--- src/psir_map.vh ---
// register offsets, field positions, reset values and timing counts
// for the power stage input retrigger block; definitions only
`ifndef PSIR_MAP_VH
`define PSIR_MAP_VH

// apb byte offsets, one aligned word each
`define PSIR_ADDR_W 8
`define PSIR_OFF_CTRL 8'h00
`define PSIR_OFF_ON_TIME 8'h04
`define PSIR_OFF_DEAD_TIME 8'h08
`define PSIR_OFF_RAMP_B_CMP 8'h0C
`define PSIR_OFF_IN_CTRL_A 8'h10
`define PSIR_OFF_IN_CTRL_B 8'h14
`define PSIR_OFF_STATUS 8'h18

// control register fields
`define PSIR_CTRL_RUN 0
`define PSIR_CTRL_RAMP_LO 1
`define PSIR_CTRL_RAMP_HI 2
`define PSIR_CTRL_ENH 3
`define PSIR_CTRL_RESET 4'h0

// timing registers: part a in [11:0], part b in [27:16]
`define PSIR_TA_LO 0
`define PSIR_TA_HI 11
`define PSIR_TB_LO 16
`define PSIR_TB_HI 27
`define PSIR_TIME_RESET 12'h001
`define PSIR_RB_RESET 16'h0000
`define PSIR_FRAC_LO 12
`define PSIR_FRAC_HI 15

// input control fields
`define PSIR_IN_MODE_LO 0
`define PSIR_IN_MODE_HI 3
`define PSIR_IN_POL 4
`define PSIR_IN_FILT 5
`define PSIR_IN_SRC 6
`define PSIR_IN_ASYNC 7
`define PSIR_IN_RESET 8'h00

// ramp modes
`define PSIR_RAMP_ONE 2'h0
`define PSIR_RAMP_TWO 2'h1
`define PSIR_RAMP_FOUR 2'h2
`define PSIR_RAMP_CENTER 2'h3

// input mode codes
`define PSIR_IMODE_NONE 4'h0
`define PSIR_IMODE_JUMP_WAIT 4'h1
`define PSIR_IMODE_EXEC_WAIT 4'h2
`define PSIR_IMODE_EDGE 4'h8
`define PSIR_IMODE_LAST_STD 4'h9
`define PSIR_IMODE_FIXED_KILL 4'hE

// input filter length in controller clocks
`define PSIR_FILT_CYCLES 4
// cycles per fractional frame
`define PSIR_FRAME_LEN 16

`endif

--- src/psir_input.v ---
// one input module: source select, three-stage sync, optional filter,
// polarity and edge detect; also the clockless output kill path.
// assumes pins are asynchronous to clk; reset is already synchronised.
`timescale 1ns/100ps
`default_nettype none
`include "psir_map.vh"

module psir_input (
	input wire clk,
	input wire rst_n,
	input wire ce,
	input wire pin_raw,
	input wire comp_raw,
	input wire src_sel,
	input wire filt_en,
	input wire polarity,
	input wire async_en,
	output wire active,
	output wire event_edge,
	output wire kill_async
);
	reg s1;
	reg s2;
	reg s3;
	reg stable;
	reg [`PSIR_FILT_CYCLES-1:0] filt_sh;
	reg filtered;
	reg active_d;
	wire raw;
	wire level;
	wire next_filtered;

	// pick comparator or pin before the synchroniser
	assign raw = src_sel ? comp_raw : pin_raw;

	// three flops; a change counts once s2 and s3 agree
	always @(posedge clk or negedge rst_n) begin
		if (!rst_n) begin
			s1 <= 1'b0;
			s2 <= 1'b0;
			s3 <= 1'b0;
			stable <= 1'b0;
		end else if (ce) begin
			s1 <= raw;
			s2 <= s1;
			s3 <= s2;
			if (s2 == s3)
				stable <= s3;
		end
	end

	// four-cycle filter
	// level only moves when four samples agree
	assign next_filtered = (&filt_sh) ? 1'b1 : ((|filt_sh) ? filtered : 1'b0);
	always @(posedge clk or negedge rst_n) begin
		if (!rst_n) begin
			filt_sh <= {`PSIR_FILT_CYCLES{1'b0}};
			filtered <= 1'b0;
			// reset polarity is low-active and the level resets low, so active starts high;
			// matching it here keeps a false edge out of the first cycle
			active_d <= 1'b1;
		end else if (ce) begin
			filt_sh <= {filt_sh[`PSIR_FILT_CYCLES-2:0], stable};
			filtered <= next_filtered;
			active_d <= active;
		end
	end

	// bypass when filter off
	// no extra delay without the filter
	assign level = filt_en ? filtered : stable;

	assign active = polarity ? level : ~level;
	assign event_edge = active & ~active_d;

	// clockless kill path
	// straight from the selected pin or comparator so a stopped clock still protects the stage
	assign kill_async = async_en & (polarity ? raw : ~raw);
endmodule
`default_nettype wire

--- src/psir_top.v ---
// waveform sequencer of a two-output power stage with retrigger inputs,
// apb register slave and two input modules.
// assumes an apb master on clk and external retrigger/fault sources.
//
// Our own choices: the register offsets and the APB slave port.
`timescale 1ns/100ps
`default_nettype none
`include "psir_map.vh"

module psir_top (
	input wire clk,
	input wire reset_n,
	input wire ce,
	input wire psel,
	input wire penable,
	input wire pwrite,
	input wire [`PSIR_ADDR_W-1:0] paddr,
	input wire [31:0] pwdata,
	output reg [31:0] prdata,
	output wire pready,
	output wire pslverr,
	input wire [1:0] fault_input_pin,
	input wire [1:0] comparator_out,
	output wire wave_out_a,
	output wire wave_out_b
);
	localparam ST_DTA = 3'h0;
	localparam ST_OTA = 3'h1;
	localparam ST_DTB = 3'h2;
	localparam ST_OTB = 3'h3;
	localparam ST_WAITA = 3'h4;
	localparam ST_WAITB = 3'h5;

	reg rst_m;
	reg rst_n;
	reg [3:0] ctrl;
	reg [11:0] on_time_a;
	reg [11:0] on_time_b;
	reg [11:0] dead_time_a;
	reg [11:0] dead_time_b;
	reg [15:0] ramp_b_compare;
	reg [7:0] input_ctrl_a;
	reg [7:0] input_ctrl_b;
	reg [2:0] state;
	reg [2:0] next_state;
	reg [12:0] cnt;
	reg [12:0] next_cnt;
	reg [3:0] frame;
	reg [3:0] next_frame;
	reg wait_to_opp;
	reg next_wait_to_opp;
	reg pend_a;
	reg next_pend_a;
	reg pend_b;
	reg next_pend_b;
	reg out_a;
	reg out_b;
	reg [12:0] cur_len;
	reg stretch;
	reg [3:0] frame_rev;
	reg hit_a;
	reg hit_b;
	wire [1:0] in_active;
	wire [1:0] in_edge;
	wire [1:0] in_kill;
	wire [7:0] in_cfg [0:1];
	wire run;
	wire [1:0] ramp;
	wire enh;
	wire [3:0] frac;
	wire [3:0] mode_a;
	wire [3:0] mode_b;
	wire one_ramp;
	wire centered;
	wire last;
	wire acc;
	wire wr;
	wire addr_ok;

	// reset release through two flops
	always @(posedge clk or negedge reset_n) begin
		if (!reset_n) begin
			rst_m <= 1'b0;
			rst_n <= 1'b0;
		end else begin
			rst_m <= 1'b1;
			rst_n <= rst_m;
		end
	end

	assign in_cfg[0] = input_ctrl_a;
	assign in_cfg[1] = input_ctrl_b;

	genvar g;
	generate
		for (g = 0; g < 2; g = g + 1) begin : g_in
			psir_input u_in (
				.clk(clk),
				.rst_n(rst_n),
				.ce(ce),
				.pin_raw(fault_input_pin[g]),
				.comp_raw(comparator_out[g]),
				.src_sel(in_cfg[g][`PSIR_IN_SRC]),
				.filt_en(in_cfg[g][`PSIR_IN_FILT]),
				.polarity(in_cfg[g][`PSIR_IN_POL]),
				.async_en(in_cfg[g][`PSIR_IN_ASYNC]),
				.active(in_active[g]),
				.event_edge(in_edge[g]),
				.kill_async(in_kill[g])
			);
		end
	endgenerate

	// apb slave: zero wait states, error on unmapped offsets
	assign pready = 1'b1;
	assign acc = psel & penable;
	assign wr = acc & pwrite;
	assign addr_ok = (paddr == `PSIR_OFF_CTRL) || (paddr == `PSIR_OFF_ON_TIME) ||
		(paddr == `PSIR_OFF_DEAD_TIME) || (paddr == `PSIR_OFF_RAMP_B_CMP) ||
		(paddr == `PSIR_OFF_IN_CTRL_A) || (paddr == `PSIR_OFF_IN_CTRL_B) ||
		(paddr == `PSIR_OFF_STATUS);
	assign pslverr = acc & ~addr_ok;

	// register writes take effect at the access edge
	always @(posedge clk or negedge rst_n) begin
		if (!rst_n) begin
			ctrl <= `PSIR_CTRL_RESET;
			on_time_a <= `PSIR_TIME_RESET;
			on_time_b <= `PSIR_TIME_RESET;
			dead_time_a <= `PSIR_TIME_RESET;
			dead_time_b <= `PSIR_TIME_RESET;
			ramp_b_compare <= `PSIR_RB_RESET;
			input_ctrl_a <= `PSIR_IN_RESET;
			input_ctrl_b <= `PSIR_IN_RESET;
		end else if (ce && wr) begin
			case (paddr)
				`PSIR_OFF_CTRL: ctrl <= pwdata[3:0];
				`PSIR_OFF_ON_TIME: begin
					on_time_a <= pwdata[`PSIR_TA_HI:`PSIR_TA_LO];
					on_time_b <= pwdata[`PSIR_TB_HI:`PSIR_TB_LO];
				end
				`PSIR_OFF_DEAD_TIME: begin
					dead_time_a <= pwdata[`PSIR_TA_HI:`PSIR_TA_LO];
					dead_time_b <= pwdata[`PSIR_TB_HI:`PSIR_TB_LO];
				end
				`PSIR_OFF_RAMP_B_CMP: ramp_b_compare <= pwdata[15:0];
				`PSIR_OFF_IN_CTRL_A: input_ctrl_a <= pwdata[7:0];
				`PSIR_OFF_IN_CTRL_B: input_ctrl_b <= pwdata[7:0];
				default: ;
			endcase
		end
	end

	// read data latched in the setup cycle, valid through access
	always @(posedge clk or negedge rst_n) begin
		if (!rst_n) begin
			prdata <= 32'h0000_0000;
		end else if (ce && psel && !penable) begin
			case (paddr)
				`PSIR_OFF_CTRL: prdata <= {28'h000_0000, ctrl};
				`PSIR_OFF_ON_TIME: prdata <= {4'h0, on_time_b, 4'h0, on_time_a};
				`PSIR_OFF_DEAD_TIME: prdata <= {4'h0, dead_time_b, 4'h0, dead_time_a};
				`PSIR_OFF_RAMP_B_CMP: prdata <= {16'h0000, ramp_b_compare};
				`PSIR_OFF_IN_CTRL_A: prdata <= {24'h00_0000, input_ctrl_a};
				`PSIR_OFF_IN_CTRL_B: prdata <= {24'h00_0000, input_ctrl_b};
				`PSIR_OFF_STATUS: prdata <= {cnt, 5'h00, frame, 3'h0, in_active,
					state, wave_out_b, wave_out_a};
				default: prdata <= 32'h0000_0000;
			endcase
		end
	end

	assign run = ctrl[`PSIR_CTRL_RUN];
	assign ramp = ctrl[`PSIR_CTRL_RAMP_HI:`PSIR_CTRL_RAMP_LO];
	assign enh = ctrl[`PSIR_CTRL_ENH];
	assign frac = ramp_b_compare[`PSIR_FRAC_HI:`PSIR_FRAC_LO];
	assign mode_a = input_ctrl_a[`PSIR_IN_MODE_HI:`PSIR_IN_MODE_LO];
	assign mode_b = input_ctrl_b[`PSIR_IN_MODE_HI:`PSIR_IN_MODE_LO];
	assign one_ramp = (ramp == `PSIR_RAMP_ONE);
	assign centered = (ramp == `PSIR_RAMP_CENTER);

	// phase length; zero counts are run as one clock
	always @* begin
		// bit-reversed slot below d is stretched
		frame_rev = {frame[0], frame[1], frame[2], frame[3]};
		stretch = enh && (frame_rev < frac);
		case (state)
			ST_OTA: cur_len = {1'b0, on_time_a} + {12'h000, stretch};
			ST_DTB: cur_len = {1'b0, dead_time_b};
			ST_OTB: cur_len = {1'b0, on_time_b};
			default: cur_len = {1'b0, dead_time_a};
		endcase
		if (cur_len == 13'h0000)
			cur_len = 13'h0001;
	end
	assign last = (cnt >= cur_len - 13'h0001);

	// which inputs fire this cycle
	always @* begin
		// only modes 1, 2, 8 steer the sequence; others act as none
		// level for modes 1/2, edge for mode 8
		case (mode_a)
			`PSIR_IMODE_JUMP_WAIT: hit_a = in_active[0];
			`PSIR_IMODE_EXEC_WAIT: hit_a = in_active[0];
			`PSIR_IMODE_EDGE: hit_a = in_edge[0];
			default: hit_a = 1'b0;
		endcase
		case (mode_b)
			`PSIR_IMODE_JUMP_WAIT: hit_b = in_active[1];
			`PSIR_IMODE_EXEC_WAIT: hit_b = in_active[1];
			`PSIR_IMODE_EDGE: hit_b = in_edge[1];
			default: hit_b = 1'b0;
		endcase
		if (centered || !run) begin
			hit_a = 1'b0;
			hit_b = 1'b0;
		end
		// windows in two/four ramp; whole ramp in one ramp
		if (!one_ramp) begin
			if (state != ST_DTA && state != ST_OTA)
				hit_a = 1'b0;
			if (state != ST_DTB && state != ST_OTB)
				hit_b = 1'b0;
		end
		// a pending mode-2 sub-cycle is never cut short
		if (pend_a || pend_b || state == ST_WAITA || state == ST_WAITB) begin
			hit_a = 1'b0;
			hit_b = 1'b0;
		end
	end

	// sequencer next state
	always @* begin
		next_state = state;
		next_cnt = cnt + 13'h0001;
		next_frame = frame;
		next_wait_to_opp = wait_to_opp;
		next_pend_a = pend_a;
		next_pend_b = pend_b;
		if (!run) begin
			next_state = ST_DTA;
			next_cnt = 13'h0000;
			next_frame = 4'h0;
			next_pend_a = 1'b0;
			next_pend_b = 1'b0;
		end else if (hit_a || hit_b) begin
			next_cnt = 13'h0000;
			if (one_ramp) begin
				next_state = ST_DTA;
				if ((hit_a && mode_a == `PSIR_IMODE_JUMP_WAIT) ||
					(hit_b && mode_b == `PSIR_IMODE_JUMP_WAIT)) begin
					next_state = hit_a ? ST_WAITA : ST_WAITB;
					next_wait_to_opp = 1'b0;
				end
			end else if (hit_a) begin
				next_state = ST_DTB;
				// release a, wait, then dead b
				if (mode_a == `PSIR_IMODE_JUMP_WAIT) begin
					next_state = ST_WAITA;
					next_wait_to_opp = 1'b1;
				end
				// run dead b at once, wait later
				if (mode_a == `PSIR_IMODE_EXEC_WAIT)
					next_pend_a = 1'b1;
			end else begin
				next_state = ST_DTA;
				// release b, wait, then dead a
				if (mode_b == `PSIR_IMODE_JUMP_WAIT) begin
					next_state = ST_WAITB;
					next_wait_to_opp = 1'b1;
				end
				// run dead a at once, wait later
				if (mode_b == `PSIR_IMODE_EXEC_WAIT)
					next_pend_b = 1'b1;
			end
		end else begin
			case (state)
				ST_WAITA: begin
					next_cnt = 13'h0000;
					if (!in_active[0]) begin
						next_state = wait_to_opp ? ST_DTB : ST_DTA;
						next_wait_to_opp = 1'b0;
					end
				end
				ST_WAITB: begin
					next_cnt = 13'h0000;
					if (!in_active[1]) begin
						next_state = wait_to_opp ? ST_DTA : ST_DTB;
						next_wait_to_opp = 1'b0;
					end
				end
				default: begin
					if (last) begin
						next_cnt = 13'h0000;
						next_state = state + 3'h1;
						if (state == ST_OTA)
							next_frame = frame + 4'h1;
						if (state == ST_OTB) begin
							next_state = ST_DTA;
							// wait only after full b sub-cycle
							if (pend_a) begin
								next_pend_a = 1'b0;
								next_state = in_active[0] ? ST_WAITA : ST_DTA;
							end
						end
						if (state == ST_OTA && pend_b) begin
							// wait only after full a sub-cycle
							next_pend_b = 1'b0;
							next_state = in_active[1] ? ST_WAITB : ST_DTB;
						end
					end
				end
			endcase
		end
	end

	// sequencer and outputs registered; ce freezes all
	always @(posedge clk or negedge rst_n) begin
		if (!rst_n) begin
			state <= ST_DTA;
			cnt <= 13'h0000;
			frame <= 4'h0;
			wait_to_opp <= 1'b0;
			pend_a <= 1'b0;
			pend_b <= 1'b0;
			out_a <= 1'b0;
			out_b <= 1'b0;
		end else if (ce) begin
			state <= next_state;
			cnt <= next_cnt;
			frame <= next_frame;
			wait_to_opp <= next_wait_to_opp;
			pend_a <= next_pend_a;
			pend_b <= next_pend_b;
			out_a <= run && (next_state == ST_OTA);
			out_b <= run && (next_state == ST_OTB);
		end
	end

	assign wave_out_a = out_a & ~in_kill[0];
	assign wave_out_b = out_b & ~in_kill[1];
endmodule
`default_nettype wire

--- config.mk ---
export PLATFORM = sky130hd
export DESIGN_NAME = psir_top
export DESIGN_NICKNAME = d
export VERILOG_FILES = /design/src/psir_input.v /design/src/psir_top.v
export VERILOG_INCLUDE_DIRS = /design/src
export SDC_FILE = /design/constraint.sdc
export NUM_CORES = 1
export LEC_CHECK = 0
export ABC_AREA = 1
export BUFFER_PORTS_ARGS = -buffer_cell sky130_fd_sc_hd__buf_4
export CORE_ASPECT_RATIO = 2
export CORE_MARGIN = 2
export CORE_UTILIZATION = 39
export CTS_CLUSTER_SIZE = 40
export DETAILED_ROUTE_END_ITERATION = 12
export PLACE_DENSITY_LB_ADDON = 0.05
export SLEW_MARGIN = 20
export SYNTH_ARGS = -nofsm -noshare
export SYNTH_HDL_FRONTEND = slang
export SYNTH_HIERARCHICAL = 1
export SYNTH_SLANG_ARGS = --single-unit
--- constraint.sdc ---
create_clock -name clk -period 4.41 [get_ports clk]
set_input_delay 0.441 -clock clk [delete_from_list [all_inputs] [get_ports clk]]
set_output_delay 0.441 -clock clk [all_outputs]
set_load 0.01 [all_outputs]
==> impl_results.md <==
- IO buf count: 80
- Final RePlAce weighted congestion: just under 0.9
- Comb pwr share: between 10% and 20%
- Die Width: approximately 110 um
- Clk pwr share: between 40% and 50%
- Ant diodes: 0
- Avg WL per Cell: approximately 18 um
- GRT Max-Usage Layer: met2
- Main flop type after synthesis: dfrtp_1
- Total GRT Usage: between 20 and 25%
- Largest stage delay, worst path: approximately 0.37 ns
- Worst setup EP type: flip-flop
- Count of max-cap constraint violations: 0
- Unrepaired setup endpoints after global routing: yes
- Slowest cell on the critical path: dfrtp_1
- Nets: about 1400
- Switching share of power: roughly 27%
- First-pass GRT wire length: 47000 um
- Vias: ~8600
- Post-Layout Cell Count: around 1700
- Multi-input logic area: roughly 4600 um^2
- Outcome: finished, violations left
- Via density: about 5.2
- Initial antenna violation count: 0
- CTS Buf Count: 17
- Post-synth EDFFs: 0
- Fin crit share: 111%
- Final Hold Fails: 0
- Clk sinks: around 160
- Starting density of the core: between 30% and 40%
- Worst slew pin tran: roughly 1.1 ns
- Final setup margin: -0.493 ns
- Clk root buf: clkbuf_16
- Clock skew: about 0.018 ns
- Startpoint Class: flip-flop
- Met2 usage: 45.6%
- Sequential Power Share: 46.1%
- Antenna viol nets, final: 0
- Die area: about 25000 um^2
- YS warnings: 6
- Clock tree buffer depth: 2
- Synth Instances: approximately 1200
- Period minus WS final: just under 5 ns
- Core Footprint: approximately 23000 um^2
- Drt total wl: about 30000 um
- #FFs+latches synth: about 160
- Failing checks: design-rule violations, negative setup slack
- Largest net degree at the start of global routing: approximately 110
- Switching pwr: roughly 0.92 mW
- Filler Cells Inserted: about 2400
- CP required: 4.76 ns
- Most used cell along the critical path: nand2_2
- P&R area growth vs syn: 24.1%
- DRC viols: 2
- Top-level I/O count: 86
- Worst hold-check path type: reg -> async
- Sequential Area: around 4100 um^2
- LEAKAGE: about 5.6 nW
- Power per cell area: 297 nW/um^2
- Finished Cell Area: between 10000 and 15000 um^2
- Clock latency on the worst-skew pair: ~0.46 ns
- Async set-reset flop share out of synthesis: 100%
- Max Fclk: 204 MHz
- GRT met1 Usage: a little over a quarter
- Clock slew at reported path FFs: roughly 0.07 ns
- Seq/Total Area, Yosys: 44.1%
- Slew HR: between 20% and 30%
- DRT iter0 DRCs: 454
- Internal power: 2.50 mW
- H-tree depth: 4
- Met3 Usage GRT: 3.39%
- Mapped Area: approximately 9300 um^2
- Fin. max-slew vios: 0
- Setup violations, final: 24
- Vias in the first global route: between 8000 and 9000
- Critical Path Fanout Max: 4
- Worst VDD drop: about 0.26 mV
- GRT overflow: 0
- Placed instance area: 10700 um^2
- Die Y: 222 um
- Syn_area_per_cell: ~7.6 um^2
- TritonRoute pass-1 iters: 9
- Library cells used by synthesis: 51
- Row cnt: about 80
- Critical path class: reg -> reg
- Fraction of layout cells with a size suffix above 1: 21.8%
- Post-DP HPWL: approximately 22000 um
- Placed instance count: about 1600
- TritonCTS clock tree: built
- Crit path DAT: between 5 and 6 ns
[state kept, by name, summed over array words and instances (netlist names), 12 cells and up]
name and flops:
prdata 32, ramp_b_compare 16, cnt 13, dead_time_a 12, dead_time_b 12, on_time_a 12
on_time_b 12
[what timing repair did]
action,4_1_cts,5_1_grt
hold buffers,1,0
setup endpoints to repair,24,24
endpoints found under the hold margin,2,0
resized for setup,19,18
buffers inserted,5,8
cloned,1,0
pin swaps,12,12
[logic make-up (layout without fill, tap and decap cells)]
kind of cell	Yosys count	in the layout	synth area share, %
buf+inv	196	354	8.68
compound gates	233	233	14.6
fa+ha+maj	25	25	3.38
flops	163	163	44.1
xor+xnor	16	16	1.51
other cells	1	2	0.0405
simple gates	577	578	27.7
[routing by layer]
| metal | routed length, um | vias up |
|---|---|---|
| li1 | - | 4246 |
| met1 | 11200 | 4034 |
| met2 | 16100 | 186 |
| met3 | 832 | 85 |
| met4 | 1760 | 0 |
| met5 | 0 | - |
[path summary, 6_finish.rpt]
path | from | end | slack (ns) | cells after the start
max in group asynchronous | rst_n$_DFF_PN0_ | state[0]$_DFFE_PN0P_ | 3.30 | 1
hold / removal | rst_n$_DFF_PN0_ | prdata[11]$_DFFE_PN0P_ | 0.19 | 0
min in group clk | pwdata[16] | dead_time_b[0]$_DFFE_PN1P_ | 0.23 | 3
setup reg to reg | ramp_b_compare[13]$_DFFE_PN0P_ | frame[3]$_DFFE_PN0P_ | -0.49 | 36
hold reg to reg | rst_n$_DFF_PN0_ | prdata[11]$_DFFE_PN0P_ | 0.19 | 0
setup / recovery | ramp_b_compare[13]$_DFFE_PN0P_ | frame[3]$_DFFE_PN0P_ | -0.49 | 36
[synthesized netlist by cell type (7+ instances only)]
cell,count,area share [%]
a21oi_1,25,1.4
a221oi_1,11,1.0
buf_2,7,0.38
clkbuf_1,24,0.97
dfrtp_1,157,42
ha_1,25,3.4
inv_1,145,5.9
nand2_1,342,14
nand2_2,8,0.54
nand3_1,74,4.0
nand4_1,18,1.2
nor2_1,89,3.6
nor2_2,15,1.0
nor2_4,7,0.85
o21ai_0,125,6.8
o21ai_1,9,0.49
o22ai_1,27,1.8
xor2_1,12,1.1
[cell type report]
cell class | count | area share [%]
Clock inverter | 10 | 0.861
Sequential cell | 163 | 35.6
Timing Repair Buffer | 164 | 11.1
Multi-Input combinational cell | 854 | 40.1
Inverter | 158 | 5.25
Clock buffer | 22 | 4.04
Tap cell | 283 | 3.08
[cell usage in the layout, fill, tap and decap left out, types with 4 or more instances in the layout]
master	n
nand2_1	334
a22o_1	5
inv_2	6
dfstp_2	6
ha_4	4
nor2_1	82
nand3_1	69
a221oi_1	11
buf_4	159
o21ai_2	9
a21oi_2	4
nand2_2	14
o22ai_1	25
nand4_1	18
o21ai_1	11
clkbuf_16	17
a21oi_1	22
nand2_4	5
nor2_4	11
xor2_1	11
inv_1	144
o211ai_1	4
o21ai_0	120
dfrtp_1	156
clkinv_1	4
nand3_2	9
inv_4	4
o31ai_1	4
ha_1	20
nor2_2	19
a31oi_1	4
[worst max-delay path: cells and delay by family, from the launching register on]
family	cells	cell delay (ns)
and+or+nand+nor	19	1.50
buffers and inverters	4	0.54
DFF	1	0.37
AOI/OAI and AO/OA	7	1.16
xor gates and xnor gates	1	0.17
adders and majority gates	5	1.06
[power groups by stage]
stage	Sequential, mW	Combinational [mW]	Clock [mW]
finish	1.57	0.384	1.46
global route	1.58	0.432	1.56
CTS	1.57	0.377	1.50
detailed placement	1.60	0.359	0
global placement	1.60	0.359	0
floorplan	1.61	0.210	0
[metrics by stage]
| step | utilization, % | setup WS, ns | setup TNS [ns] | hold WS, ns | power (mW) |
|---|---|---|---|---|---|
| floorplan | - | -0.0815 | -1.06 | 0.145 | 1.82 |
| global placement | 45.7 | -0.462 | -9.59 | 0.190 | 1.96 |
| detailed placement | 45.7 | -0.582 | -11.02 | 0.187 | 1.96 |
| CTS | 48.7 | -0.391 | -6.73 | 0.194 | 3.45 |
| global route | 49.2 | -0.759 | -14.89 | 0.208 | 3.56 |
| finish | 49.2 | -0.493 | -8.65 | 0.189 | 3.41 |
Power figures use the tool's default switching activity.
